### config.mk
export PLATFORM = sky130hd
export DESIGN_NAME = iovf_formatter
export DESIGN_NICKNAME = d
export VERILOG_FILES = /design/src/verilog/iovf_fifo.v /design/src/verilog/iovf_formatter.v
export VERILOG_INCLUDE_DIRS = /design/src /design/src/shared
export SDC_FILE = /design/constraint.sdc
export NUM_CORES = 1
export LEC_CHECK = 0
export BUFFER_PORTS_ARGS = -buffer_cell sky130_fd_sc_hd__buf_2
export CORE_ASPECT_RATIO = 0.5
export CORE_MARGIN = 5
export CORE_UTILIZATION = 40
export DETAILED_ROUTE_END_ITERATION = 7
export PLACE_DENSITY = 0.62
export SKIP_LAST_GASP = 1
export SYNTH_ARGS = -nofsm -noshare
export SYNTH_HDL_FRONTEND = slang
export SYNTH_SLANG_ARGS = --single-unit
### constraint.sdc
create_clock -name clk_sys -period 4.65 [get_ports clk_sys]
set_input_delay 0.465 -clock clk_sys [delete_from_list [all_inputs] [get_ports clk_sys]]
set_output_delay 0.465 -clock clk_sys [all_outputs]
set_load 0.005 [all_outputs]
### src/shared/iovf_defines.vh
// Constants of the output value formatter
`ifndef IOVF_DEFINES_VH
`define IOVF_DEFINES_VH
`define IOVF_W24        24
`define IOVF_W16        16
`define IOVF_ACC_W      40
`define IOVF_CNT_W      16
`define IOVF_MODE_ACC   3'h0
`define IOVF_MODE_AVG   3'h1
`define IOVF_MODE_IVEL  3'h2
`define IOVF_MODE_INTV  3'h3
`define IOVF_MODE_TEMP  3'h4
`define IOVF_MODE_AUX   3'h5
`define IOVF_RNG_2G     3'h0
`define IOVF_RNG_5G     3'h1
`define IOVF_RNG_10G    3'h2
`define IOVF_RNG_30G    3'h3
`define IOVF_RNG_80G    3'h4
`define IOVF_RNG_INCL   3'h5
`define IOVF_FIFO_DEPTH 16
`define IOVF_FIFO_AW    4
`define IOVF_WRAP_MASK     24'h7FFFFF
`define IOVF_WRAP_MASK_80G 24'h3FFFFF
`define IOVF_WRAP_TOP      5'h17
`define IOVF_WRAP_TOP_80G  5'h16
`define IOVF_DIV_STEPS     6'h27
`define IOVF_LAST_B16      2'h1
`define IOVF_LAST_B24      2'h2
`endif

### src/verilog/iovf_fifo.v
// Byte FIFO between formatter and datagram assembler
`timescale 1ns/1ns
module iovf_fifo #(
  parameter WIDTH = 8,
  parameter DEPTH = 16,
  parameter AW    = 4
) (
  input  wire             clk_sys,
  input  wire             reset,
  input  wire [WIDTH-1:0] in_data,
  input  wire             in_valid,
  output wire             in_ready,
  output reg  [WIDTH-1:0] out_data,
  output wire             out_valid,
  input  wire             out_ready
);
  reg [WIDTH-1:0] mem [0:DEPTH-1];
  reg [AW-1:0]    wr_ptr_ff;
  reg [AW-1:0]    rd_ptr_ff;
  reg [AW:0]      count_ff;
  wire            push;
  wire            pop;

  localparam [AW:0] FULL_COUNT = DEPTH;

  assign in_ready  = (count_ff != FULL_COUNT);
  assign out_valid = (count_ff != {(AW+1){1'b0}});
  assign push      = in_valid && in_ready;
  assign pop       = out_valid && out_ready;

  always @* begin
    out_data = mem[rd_ptr_ff];
  end

  always @(posedge clk_sys) begin
    if (push) begin
      mem[wr_ptr_ff] <= in_data;
    end
  end

  always @(posedge clk_sys) begin
    if (reset) begin
      wr_ptr_ff <= {AW{1'b0}};
      rd_ptr_ff <= {AW{1'b0}};
      count_ff  <= {(AW+1){1'b0}};
    end else begin
      if (push) begin
        wr_ptr_ff <= wr_ptr_ff + 1'b1;
      end
      if (pop) begin
        rd_ptr_ff <= rd_ptr_ff + 1'b1;
      end
      if (push && !pop) begin
        count_ff <= count_ff + 1'b1;
      end else if (pop && !push) begin
        count_ff <= count_ff - 1'b1;
      end
    end
  end
endmodule

### src/verilog/iovf_formatter.v
// Measurement field formatter with averaging and velocity integration
// How it works
// - Averaged output is mean since last transmission
// - At 500Hz, mean of preceding four samples
// - Integrated velocity accumulates from reset, never cleared
// - Integrated velocity wraps silently, no error flag
// - Wrap interval half-open, set by g-range
// - Integrated velocity scaled like incremental velocity
// - Averaged acceleration scaled like plain acceleration
// - 24-bit fields sent MSB, middle, LSB
// - Inclinometer acceleration 2^22 counts per g
// - Inclinometer velocity increment 2^25 counts per m/s
// - Inclinometer integral wraps within plus/minus 0.25
// - Temperature 16 bits, 2^8 counts per degree
// - Auxiliary sample sent as 24-bit field
// - Auxiliary full 2^24 span equals 5V
// - Accelerometer acceleration scaled per range
// - Accelerometer velocity increment scaled per range
`timescale 1ns/1ns
`include "iovf_defines.vh"
module iovf_formatter #(
  parameter FIFO_DEPTH = `IOVF_FIFO_DEPTH,
  parameter FIFO_AW    = `IOVF_FIFO_AW,
  parameter MAX_DIV    = 16
) (
  input  wire        clk_sys,
  input  wire        reset,
  input  wire [2:0]  out_mode,
  input  wire [2:0]  out_range,
  input  wire        sample_valid,
  input  wire [23:0] sample_accel,
  input  wire [23:0] sample_dvel,
  input  wire [15:0] sample_temp,
  input  wire [23:0] sample_aux,
  input  wire        send_req,
  output wire        send_ready,
  output wire [7:0]  byte_data,
  output wire        byte_valid,
  input  wire        byte_ready,
  output wire        send_busy
);
  localparam ST_IDLE = 4'h1;
  localparam ST_DIV  = 4'h2;
  localparam ST_EMIT = 4'h4;
  localparam ST_DONE = 4'h8;

  reg  [3:0]  state_ff;
  reg  [3:0]  nxt_state;
  reg  [39:0] avg_sum_ff;
  reg  [39:0] nxt_avg_sum;
  reg  [15:0] avg_cnt_ff;
  reg  [15:0] nxt_avg_cnt;
  reg  [23:0] intv_ff;
  reg  [23:0] nxt_intv;
  reg  [39:0] quot_ff;
  reg  [39:0] nxt_quot;
  reg  [39:0] rem_ff;
  reg  [39:0] nxt_rem;
  reg  [5:0]  div_bit_ff;
  reg  [5:0]  nxt_div_bit;
  reg  [39:0] div_num_ff;
  reg  [39:0] nxt_div_num;
  reg  [15:0] div_den_ff;
  reg  [15:0] nxt_div_den;
  reg         div_neg_ff;
  reg         nxt_div_neg;
  reg  [23:0] field_ff;
  reg  [23:0] nxt_field;
  reg  [1:0]  byte_idx_ff;
  reg  [1:0]  nxt_byte_idx;
  reg  [1:0]  byte_last_ff;
  reg  [1:0]  nxt_byte_last;
  reg  [7:0]  push_byte;
  reg  [23:0] wrap_mask;
  reg         wrap_sign;
  reg  [39:0] sum_abs;
  reg  [40:0] rem_shift;
  reg  [23:0] mean_mag;
  reg  [23:0] req_field;
  wire        fifo_in_ready;
  wire        push_valid;
  wire        push_last;
  wire        div_fit;
  wire        div_end;
  wire [39:0] accel_ext;
  wire [23:0] intv_sum;
  wire        avg_take;
  wire [7:0]  lane_byte [0:2];

  assign accel_ext  = {{16{sample_accel[23]}}, sample_accel};
  assign send_ready = (state_ff == ST_IDLE);
  assign send_busy  = (state_ff != ST_IDLE);
  assign push_valid = (state_ff == ST_EMIT);
  assign push_last  = push_valid && fifo_in_ready &&
                      (byte_idx_ff == byte_last_ff);
  assign avg_take   = send_req && (state_ff == ST_IDLE);
  assign intv_sum   = intv_ff + sample_dvel;
  assign div_fit    = (rem_shift >= {25'h0000000, div_den_ff});
  assign div_end    = (state_ff == ST_DIV) && (div_bit_ff == 6'h00);

  // Keep the interval's low bits and repeat its sign bit above them
  always @* begin
    case (out_range)
      `IOVF_RNG_2G: begin
        wrap_mask = `IOVF_WRAP_MASK;
        wrap_sign = intv_sum[`IOVF_WRAP_TOP];
      end
      `IOVF_RNG_5G: begin
        wrap_mask = `IOVF_WRAP_MASK;
        wrap_sign = intv_sum[`IOVF_WRAP_TOP];
      end
      `IOVF_RNG_10G: begin
        wrap_mask = `IOVF_WRAP_MASK;
        wrap_sign = intv_sum[`IOVF_WRAP_TOP];
      end
      `IOVF_RNG_30G: begin
        wrap_mask = `IOVF_WRAP_MASK;
        wrap_sign = intv_sum[`IOVF_WRAP_TOP];
      end
      `IOVF_RNG_80G: begin
        wrap_mask = `IOVF_WRAP_MASK_80G;
        wrap_sign = intv_sum[`IOVF_WRAP_TOP_80G];
      end
      `IOVF_RNG_INCL: begin
        wrap_mask = `IOVF_WRAP_MASK;
        wrap_sign = intv_sum[`IOVF_WRAP_TOP];
      end
      default: begin
        wrap_mask = `IOVF_WRAP_MASK;
        wrap_sign = intv_sum[`IOVF_WRAP_TOP];
      end
    endcase
  end

  // Silent wrap: no error flag exists for it
  always @* begin
    nxt_intv = (intv_sum & wrap_mask) |
               ({24{wrap_sign}} & ~wrap_mask);
  end

  // Integrator runs on every sample, cleared only by reset
  always @(posedge clk_sys) begin
    if (reset) begin
      intv_ff <= 24'h000000;
    end else if (sample_valid) begin
      intv_ff <= nxt_intv;
    end
  end

  // Averager sums samples since last send, restarts on the send
  always @* begin
    nxt_avg_sum = avg_sum_ff;
    nxt_avg_cnt = avg_cnt_ff;
    if (avg_take) begin
      nxt_avg_sum = sample_valid ? accel_ext : 40'h0000000000;
      nxt_avg_cnt = sample_valid ? 16'h0001 : 16'h0000;
    end else if (sample_valid) begin
      nxt_avg_sum = avg_sum_ff + accel_ext;
      if (avg_cnt_ff != 16'hFFFF) begin
        nxt_avg_cnt = avg_cnt_ff + 16'h0001;
      end
    end
  end

  always @(posedge clk_sys) begin
    if (reset) begin
      avg_sum_ff <= 40'h0000000000;
      avg_cnt_ff <= 16'h0000;
    end else begin
      avg_sum_ff <= nxt_avg_sum;
      avg_cnt_ff <= nxt_avg_cnt;
    end
  end

  always @* begin
    sum_abs   = avg_sum_ff[39] ? (40'h0000000000 - avg_sum_ff) : avg_sum_ff;
    rem_shift = {rem_ff, div_num_ff[39]};
  end

  // One restoring divide step per cycle on the magnitude of the sum
  always @* begin
    nxt_div_num = div_num_ff;
    nxt_div_den = div_den_ff;
    nxt_div_neg = div_neg_ff;
    nxt_div_bit = div_bit_ff;
    nxt_quot    = quot_ff;
    nxt_rem     = rem_ff;
    mean_mag    = {quot_ff[22:0], div_fit};
    case (state_ff)
      ST_IDLE: begin
        if (send_req) begin
          nxt_div_num = sum_abs;
          nxt_div_neg = avg_sum_ff[39];
          nxt_div_den = (avg_cnt_ff == 16'h0000) ? 16'h0001 : avg_cnt_ff;
          nxt_quot    = 40'h0000000000;
          nxt_rem     = 40'h0000000000;
          nxt_div_bit = `IOVF_DIV_STEPS;
        end
      end
      ST_DIV: begin
        nxt_div_num = {div_num_ff[38:0], 1'b0};
        nxt_div_bit = div_bit_ff - 6'h01;
        if (div_fit) begin
          nxt_rem  = rem_shift[39:0] - {24'h000000, div_den_ff};
          nxt_quot = {quot_ff[38:0], 1'b1};
        end else begin
          nxt_rem  = rem_shift[39:0];
          nxt_quot = {quot_ff[38:0], 1'b0};
        end
      end
      default: begin
        nxt_div_bit = div_bit_ff;
      end
    endcase
  end

  always @(posedge clk_sys) begin
    if (reset) begin
      quot_ff    <= 40'h0000000000;
      rem_ff     <= 40'h0000000000;
      div_bit_ff <= 6'h00;
      div_num_ff <= 40'h0000000000;
      div_den_ff <= 16'h0001;
      div_neg_ff <= 1'b0;
    end else begin
      quot_ff    <= nxt_quot;
      rem_ff     <= nxt_rem;
      div_bit_ff <= nxt_div_bit;
      div_num_ff <= nxt_div_num;
      div_den_ff <= nxt_div_den;
      div_neg_ff <= nxt_div_neg;
    end
  end

  // Field picked at the request, already scaled by the sensor path
  always @* begin
    case (out_mode)
      `IOVF_MODE_ACC:  req_field = sample_accel;
      `IOVF_MODE_IVEL: req_field = sample_dvel;
      `IOVF_MODE_INTV: req_field = intv_ff;
      `IOVF_MODE_TEMP: req_field = {sample_temp, 8'h00};
      `IOVF_MODE_AUX:  req_field = sample_aux;
      default:         req_field = 24'h000000;
    endcase
  end

  // Mean keeps the plain acceleration scaling
  always @* begin
    nxt_field = field_ff;
    if (avg_take) begin
      nxt_field = req_field;
    end else if (div_end) begin
      nxt_field = div_neg_ff ? (24'h000000 - mean_mag) :
                  mean_mag;
    end
  end

  // Byte index walks the field, temperature has two bytes
  always @* begin
    nxt_byte_idx  = byte_idx_ff;
    nxt_byte_last = byte_last_ff;
    case (state_ff)
      ST_IDLE: begin
        nxt_byte_idx  = 2'h0;
        nxt_byte_last = (out_mode == `IOVF_MODE_TEMP) ? `IOVF_LAST_B16 :
                        `IOVF_LAST_B24;
      end
      ST_EMIT: begin
        if (fifo_in_ready) begin
          nxt_byte_idx = byte_idx_ff + 2'h1;
        end
      end
      default: begin
        nxt_byte_idx = byte_idx_ff;
      end
    endcase
  end

  always @* begin
    nxt_state = state_ff;
    case (state_ff)
      ST_IDLE: begin
        if (send_req) begin
          nxt_state = (out_mode == `IOVF_MODE_AVG) ? ST_DIV : ST_EMIT;
        end
      end
      ST_DIV: begin
        if (div_end) begin
          nxt_state = ST_EMIT;
        end
      end
      ST_EMIT: begin
        if (push_last) begin
          nxt_state = ST_IDLE;
        end
      end
      ST_DONE: nxt_state = ST_IDLE;
      default: nxt_state = ST_IDLE;
    endcase
  end

  // State, byte sequencing and the held field
  always @(posedge clk_sys) begin
    if (reset) begin
      state_ff     <= ST_IDLE;
      field_ff     <= 24'h000000;
      byte_idx_ff  <= 2'h0;
      byte_last_ff <= `IOVF_LAST_B24;
    end else begin
      state_ff     <= nxt_state;
      field_ff     <= nxt_field;
      byte_idx_ff  <= nxt_byte_idx;
      byte_last_ff <= nxt_byte_last;
    end
  end

  // One lane per byte of the field, most significant lane first
  genvar lane;
  generate
    for (lane = 0; lane < 3; lane = lane + 1) begin : g_lane
      assign lane_byte[lane] = field_ff[23-8*lane -: 8];
    end
  endgenerate

  always @* begin
    case (byte_idx_ff)
      2'h0:    push_byte = lane_byte[0];
      2'h1:    push_byte = lane_byte[1];
      2'h2:    push_byte = lane_byte[2];
      default: push_byte = 8'h00;
    endcase
  end

  iovf_fifo #(
    .WIDTH (8),
    .DEPTH (FIFO_DEPTH),
    .AW    (FIFO_AW)
  ) u_fifo (
    .clk_sys   (clk_sys),
    .reset     (reset),
    .in_data   (push_byte),
    .in_valid  (push_valid),
    .in_ready  (fifo_in_ready),
    .out_data  (byte_data),
    .out_valid (byte_valid),
    .out_ready (byte_ready)
  );
endmodule
==> summary.md <==
| Metric | Value |
|---|---|
| M1 GR Usage | a little over a quarter |
| Min Hold Slack | between 0.2 and 0.25 ns |
| Hold Crit Start | out_range[0] |
| Rel. slew slack | 22.1% |
| Top cell type by total area after synthesis | dfxtp_1 |
| H-tree lvl count | 2 |
| Post-cts resize count | 0 |
| Pins over their slew limit | 0 |
| Rows | 60 |
| Setup TNS Final | 0 ns |
| I/O Pins | 110 |
| Initial Utilization | 40.6% |
| Pwr dens | approximately 400 nW/um2 |
| DRT Pass-1 Iters | 6 |
| First-pass GRT wire length | 94000 um |
| RSZ-0062 raised after global routing | no |
| Yosys reg bits | around 380 |
| R2r endpoint | field_ff[18]$_SDFFE_PP0P_ |
| Vias per cell | 5.70 |
| Total CTS buffers | 39 |
| Nets | between 2000 and 3000 |
| Synthesized netlist cell count | between 2000 and 2500 |
| Routed vias | 18100 |
| Setup Crit Path Kind | reg -> reg |
| Most common cell after layout, fill and taps aside | dfxtp_1 |
| Met3 Use GR | under 10% |
| Most used routing layer | met2 |
| Post-synth EDFFs | 128 |
| Post-detail-place hpwl | 41000 um |
| Ys Warns | 0 |
| Period minus WS final | around 4 ns |
| Max-Cap Viols | 0 |
| Core Region | 54000 um2 |
| Clock Skews | 0.0347 ns |
| R2R setup slack | roughly 0.63 ns |
| R2R Path Start | div_den_ff[10]$_SDFFE_PP0P_ |
| Slowest CP cell | or3b_2 |
| Die Ht | 175 um |
| Synthesized area | 21900 um2 |
| Top cell type's share of synthesized area | 23.2% |
| Drt wl/cell | 18.3 um |
| Most frequent cells in the layout | dfxtp_1 (253), nand2_1 (241), nor2_1 (225), a21oi_1 (215), edfxtp_1 (128) |
| Worst setup EP type | flip-flop |
| Setup violations, final | 0 |
| Fin crit share | 86.5% |
| Max stage delay on crit path | about 0.52 ns |
| Cell mode on critical path | a21oi_1 |
| Pre-CTS setup slack | 0.664 ns |
| CTS tree | built |
| Highest clock rate | 249 MHz |
| Worst-case hold path end point | intv_ff[23]$_SDFFE_PP0P_ |
| Total Wirelength | 58100 um |
| Worst VDD drop | 0.279 mV |
| Antenna Nets Post-Route | 0 |
| CP Launch Type | flip-flop |
| # fillers | 5217 |
| Chip width | 341 um |
| Share of synthesized registers carrying an async set or reset | 0% |
| Status | completed |
| Initial antenna violation count | 1 |
| DRC | 0 |
| Hold-fix buffers, CTS | 0 |
| Setup repair bufs after CTS | 0 |
| Final setup margin | 0.627 ns |
| Critical path peak fanout | 6 |
| All-Layer GR Usage | 18.9% |
| Syn Area/Cell | 9.12 um2 |
| CP delay by family, top | compound AO/OA/AOI/OAI gates |
| Clk slew on worst S/H paths | 0.07 ns |
| Vias in the first global route | ~17000 |
| Final hold vios | 0 |
| Worst Path Buf+Inv | 2 |
| Worst Hold Class | in -> reg |
| Top_reg_cell synth | dfxtp_1 |
| CP Cell Sequence | inv_1 > ha_1 > a21o_1 > a21o_1 > a21oi_1 > nand2_1 > o21ai_0 > nand2_1 > clkinv_1 > ha_1 > or3b_2 > or3_1 > o31ai_1 > xor2_1 > a21oi_1 > a21oi_1 > nor3_1 |
| Max Buffers Root-to-Sink | 3 |
| Worst skew pair latency | roughly 0.56 ns |
| Total grt overflow | 0 |
| Pin count of the biggest net entering global routing | 128 |
| Worst EP required | 5.03 ns |
| Initial DRC Count | 1586 |
| GPL Wtd Cong | 0.876 |
| WHS Path Cells | 4 |
| PortBufs | ~110 |
| Clock sinks | about 380 |
| Grt met2 use | between 30 and 40% |
| Die Area | around 60000 um2 |
| Post-synth net total | 2602 |
| Worst-margin pin slew | 1.16 ns |
| Top cells by area, synth | dfxtp_1 (23%), edfxtp_1 (18%), ha_1 (5.5%), a21oi_1 (4.9%), nand2_1 (4.1%) |
| LEAKAGE | 9.11 nW |
| Clock root buffer | clkbuf_16 |
| Register area share after synthesis | 40.8% |
| Arrival @ worst endpoint | 4.41 ns |
| Layout area overhead | 11.8% |
| Synth cell types | 81 |
| Share of layout cells above drive strength 1 | 11.9% |
| Worst Reg-to-Reg Cells | 17 |
-- sequential cells by signal (all words and copies together), names as in the netlist, 16 cells and up, named ones only --
register / flops
avg_cnt_ff: 16
avg_sum_ff: 40
div_den_ff: 16
div_num_ff: 40
field_ff: 24
intv_ff: 24
quot_ff: 23
rem_ff: 40
u_fifo.mem: 128
-- worst min-delay path, stage by stage --
cell and delay, ns:
buf_2 0.07, nor3b_1 0.06, nand2_1 0.06, o21ai_0 0.06
-- report_power, final --
part	total (W)	switching [W]	internal, W	leakage (nW)
registers	0.00385	0.000211	0.00364	3.25
clock network	0.00355	0.00142	0.00213	0.713
logic	0.00215	0.00123	0.000924	5.15
-- final cells by class --
cell class                 count  area [um2]  area share [%]
multi-input combinational   1807       12200            49.8
antenna                        1        2.50          0.0102
clock buffer                  50        1090            4.44
timing repair buffer         136         767            3.13
inverter                      66         248            1.01
tap                          713         892            3.64
sequential                   382        8930            36.5
clock inverter                22         375            1.53
-- worst max path at each step --
stage / end / depth (start not counted) / start
after floorplan: field_ff[20]$_SDFFE_PP0P_ / 14 / rem_ff[31]$_SDFFE_PP0P_
after global placement: field_ff[22]$_SDFFE_PP0P_ / 14 / rem_ff[31]$_SDFFE_PP0P_
after detailed placement: field_ff[20]$_SDFFE_PP0P_ / 14 / rem_ff[31]$_SDFFE_PP0P_
after CTS: field_ff[18]$_SDFFE_PP0P_ / 15 / rem_ff[31]$_SDFFE_PP0P_
after global routing: field_ff[20]$_SDFFE_PP0P_ / 16 / div_den_ff[1]$_SDFFE_PP0P_
final: field_ff[18]$_SDFFE_PP0P_ / 17 / div_den_ff[10]$_SDFFE_PP0P_
-- per-stage QoR --
| stage | std cells | power [W] | instance area [um2] | utilization (%) |
|---|---|---|---|---|
| after CTS | 3176 | 0.00961 | 24500 | 45.4 |
| after detailed placement | 3104 | 0.00605 | 23000 | 42.7 |
| final | 3177 | 0.00955 | 24500 | 45.4 |
| after floorplan | 2403 | 0.00547 | 21900 | - |
| after global routing | 3177 | 0.0100 | 24500 | 45.4 |
| after global placement | 3104 | 0.00602 | 23000 | 42.7 |
-- cell usage after synthesis (31+ instances only) --
cell type / number
xnor2_1: 79
o22ai_1: 35
mux2i_1: 51
a22oi_1: 45
inv_1: 64
dfxtp_1: 254
edfxtp_1: 128
mux4_2: 40
nand2_1: 242
nor3_1: 51
o21ai_0: 115
ha_1: 96
or3_1: 31
a21oi_1: 215
xor2_1: 72
nor2_1: 226
nand3_1: 74
clkbuf_1: 122
-- routing by layer --
metal	up-vias	part of all wire, %
met5	-	0
met4	0	2.0
met3	81	5.0
met2	413	46
met1	8694	47
li1	8919	-
-- cells by family (layout without fill, tap and decap cells) --
kind of cell             Yosys count  in the layout  share of synthesized area [%]
flip-flops                       382            382                           40.8
adder cells (fa/ha/maj)          100            100                           5.85
other                              0              1                              0
multiplexers                     101            101                           6.96
XOR/XNOR                         151            151                           6.04
buffers and inverters            214            274                           3.73
AO/OA/AOI/OAI                    661            661                           19.5
AND/OR/NAND/NOR                  794            794                           17.2
Power figures use the tool's default switching activity.
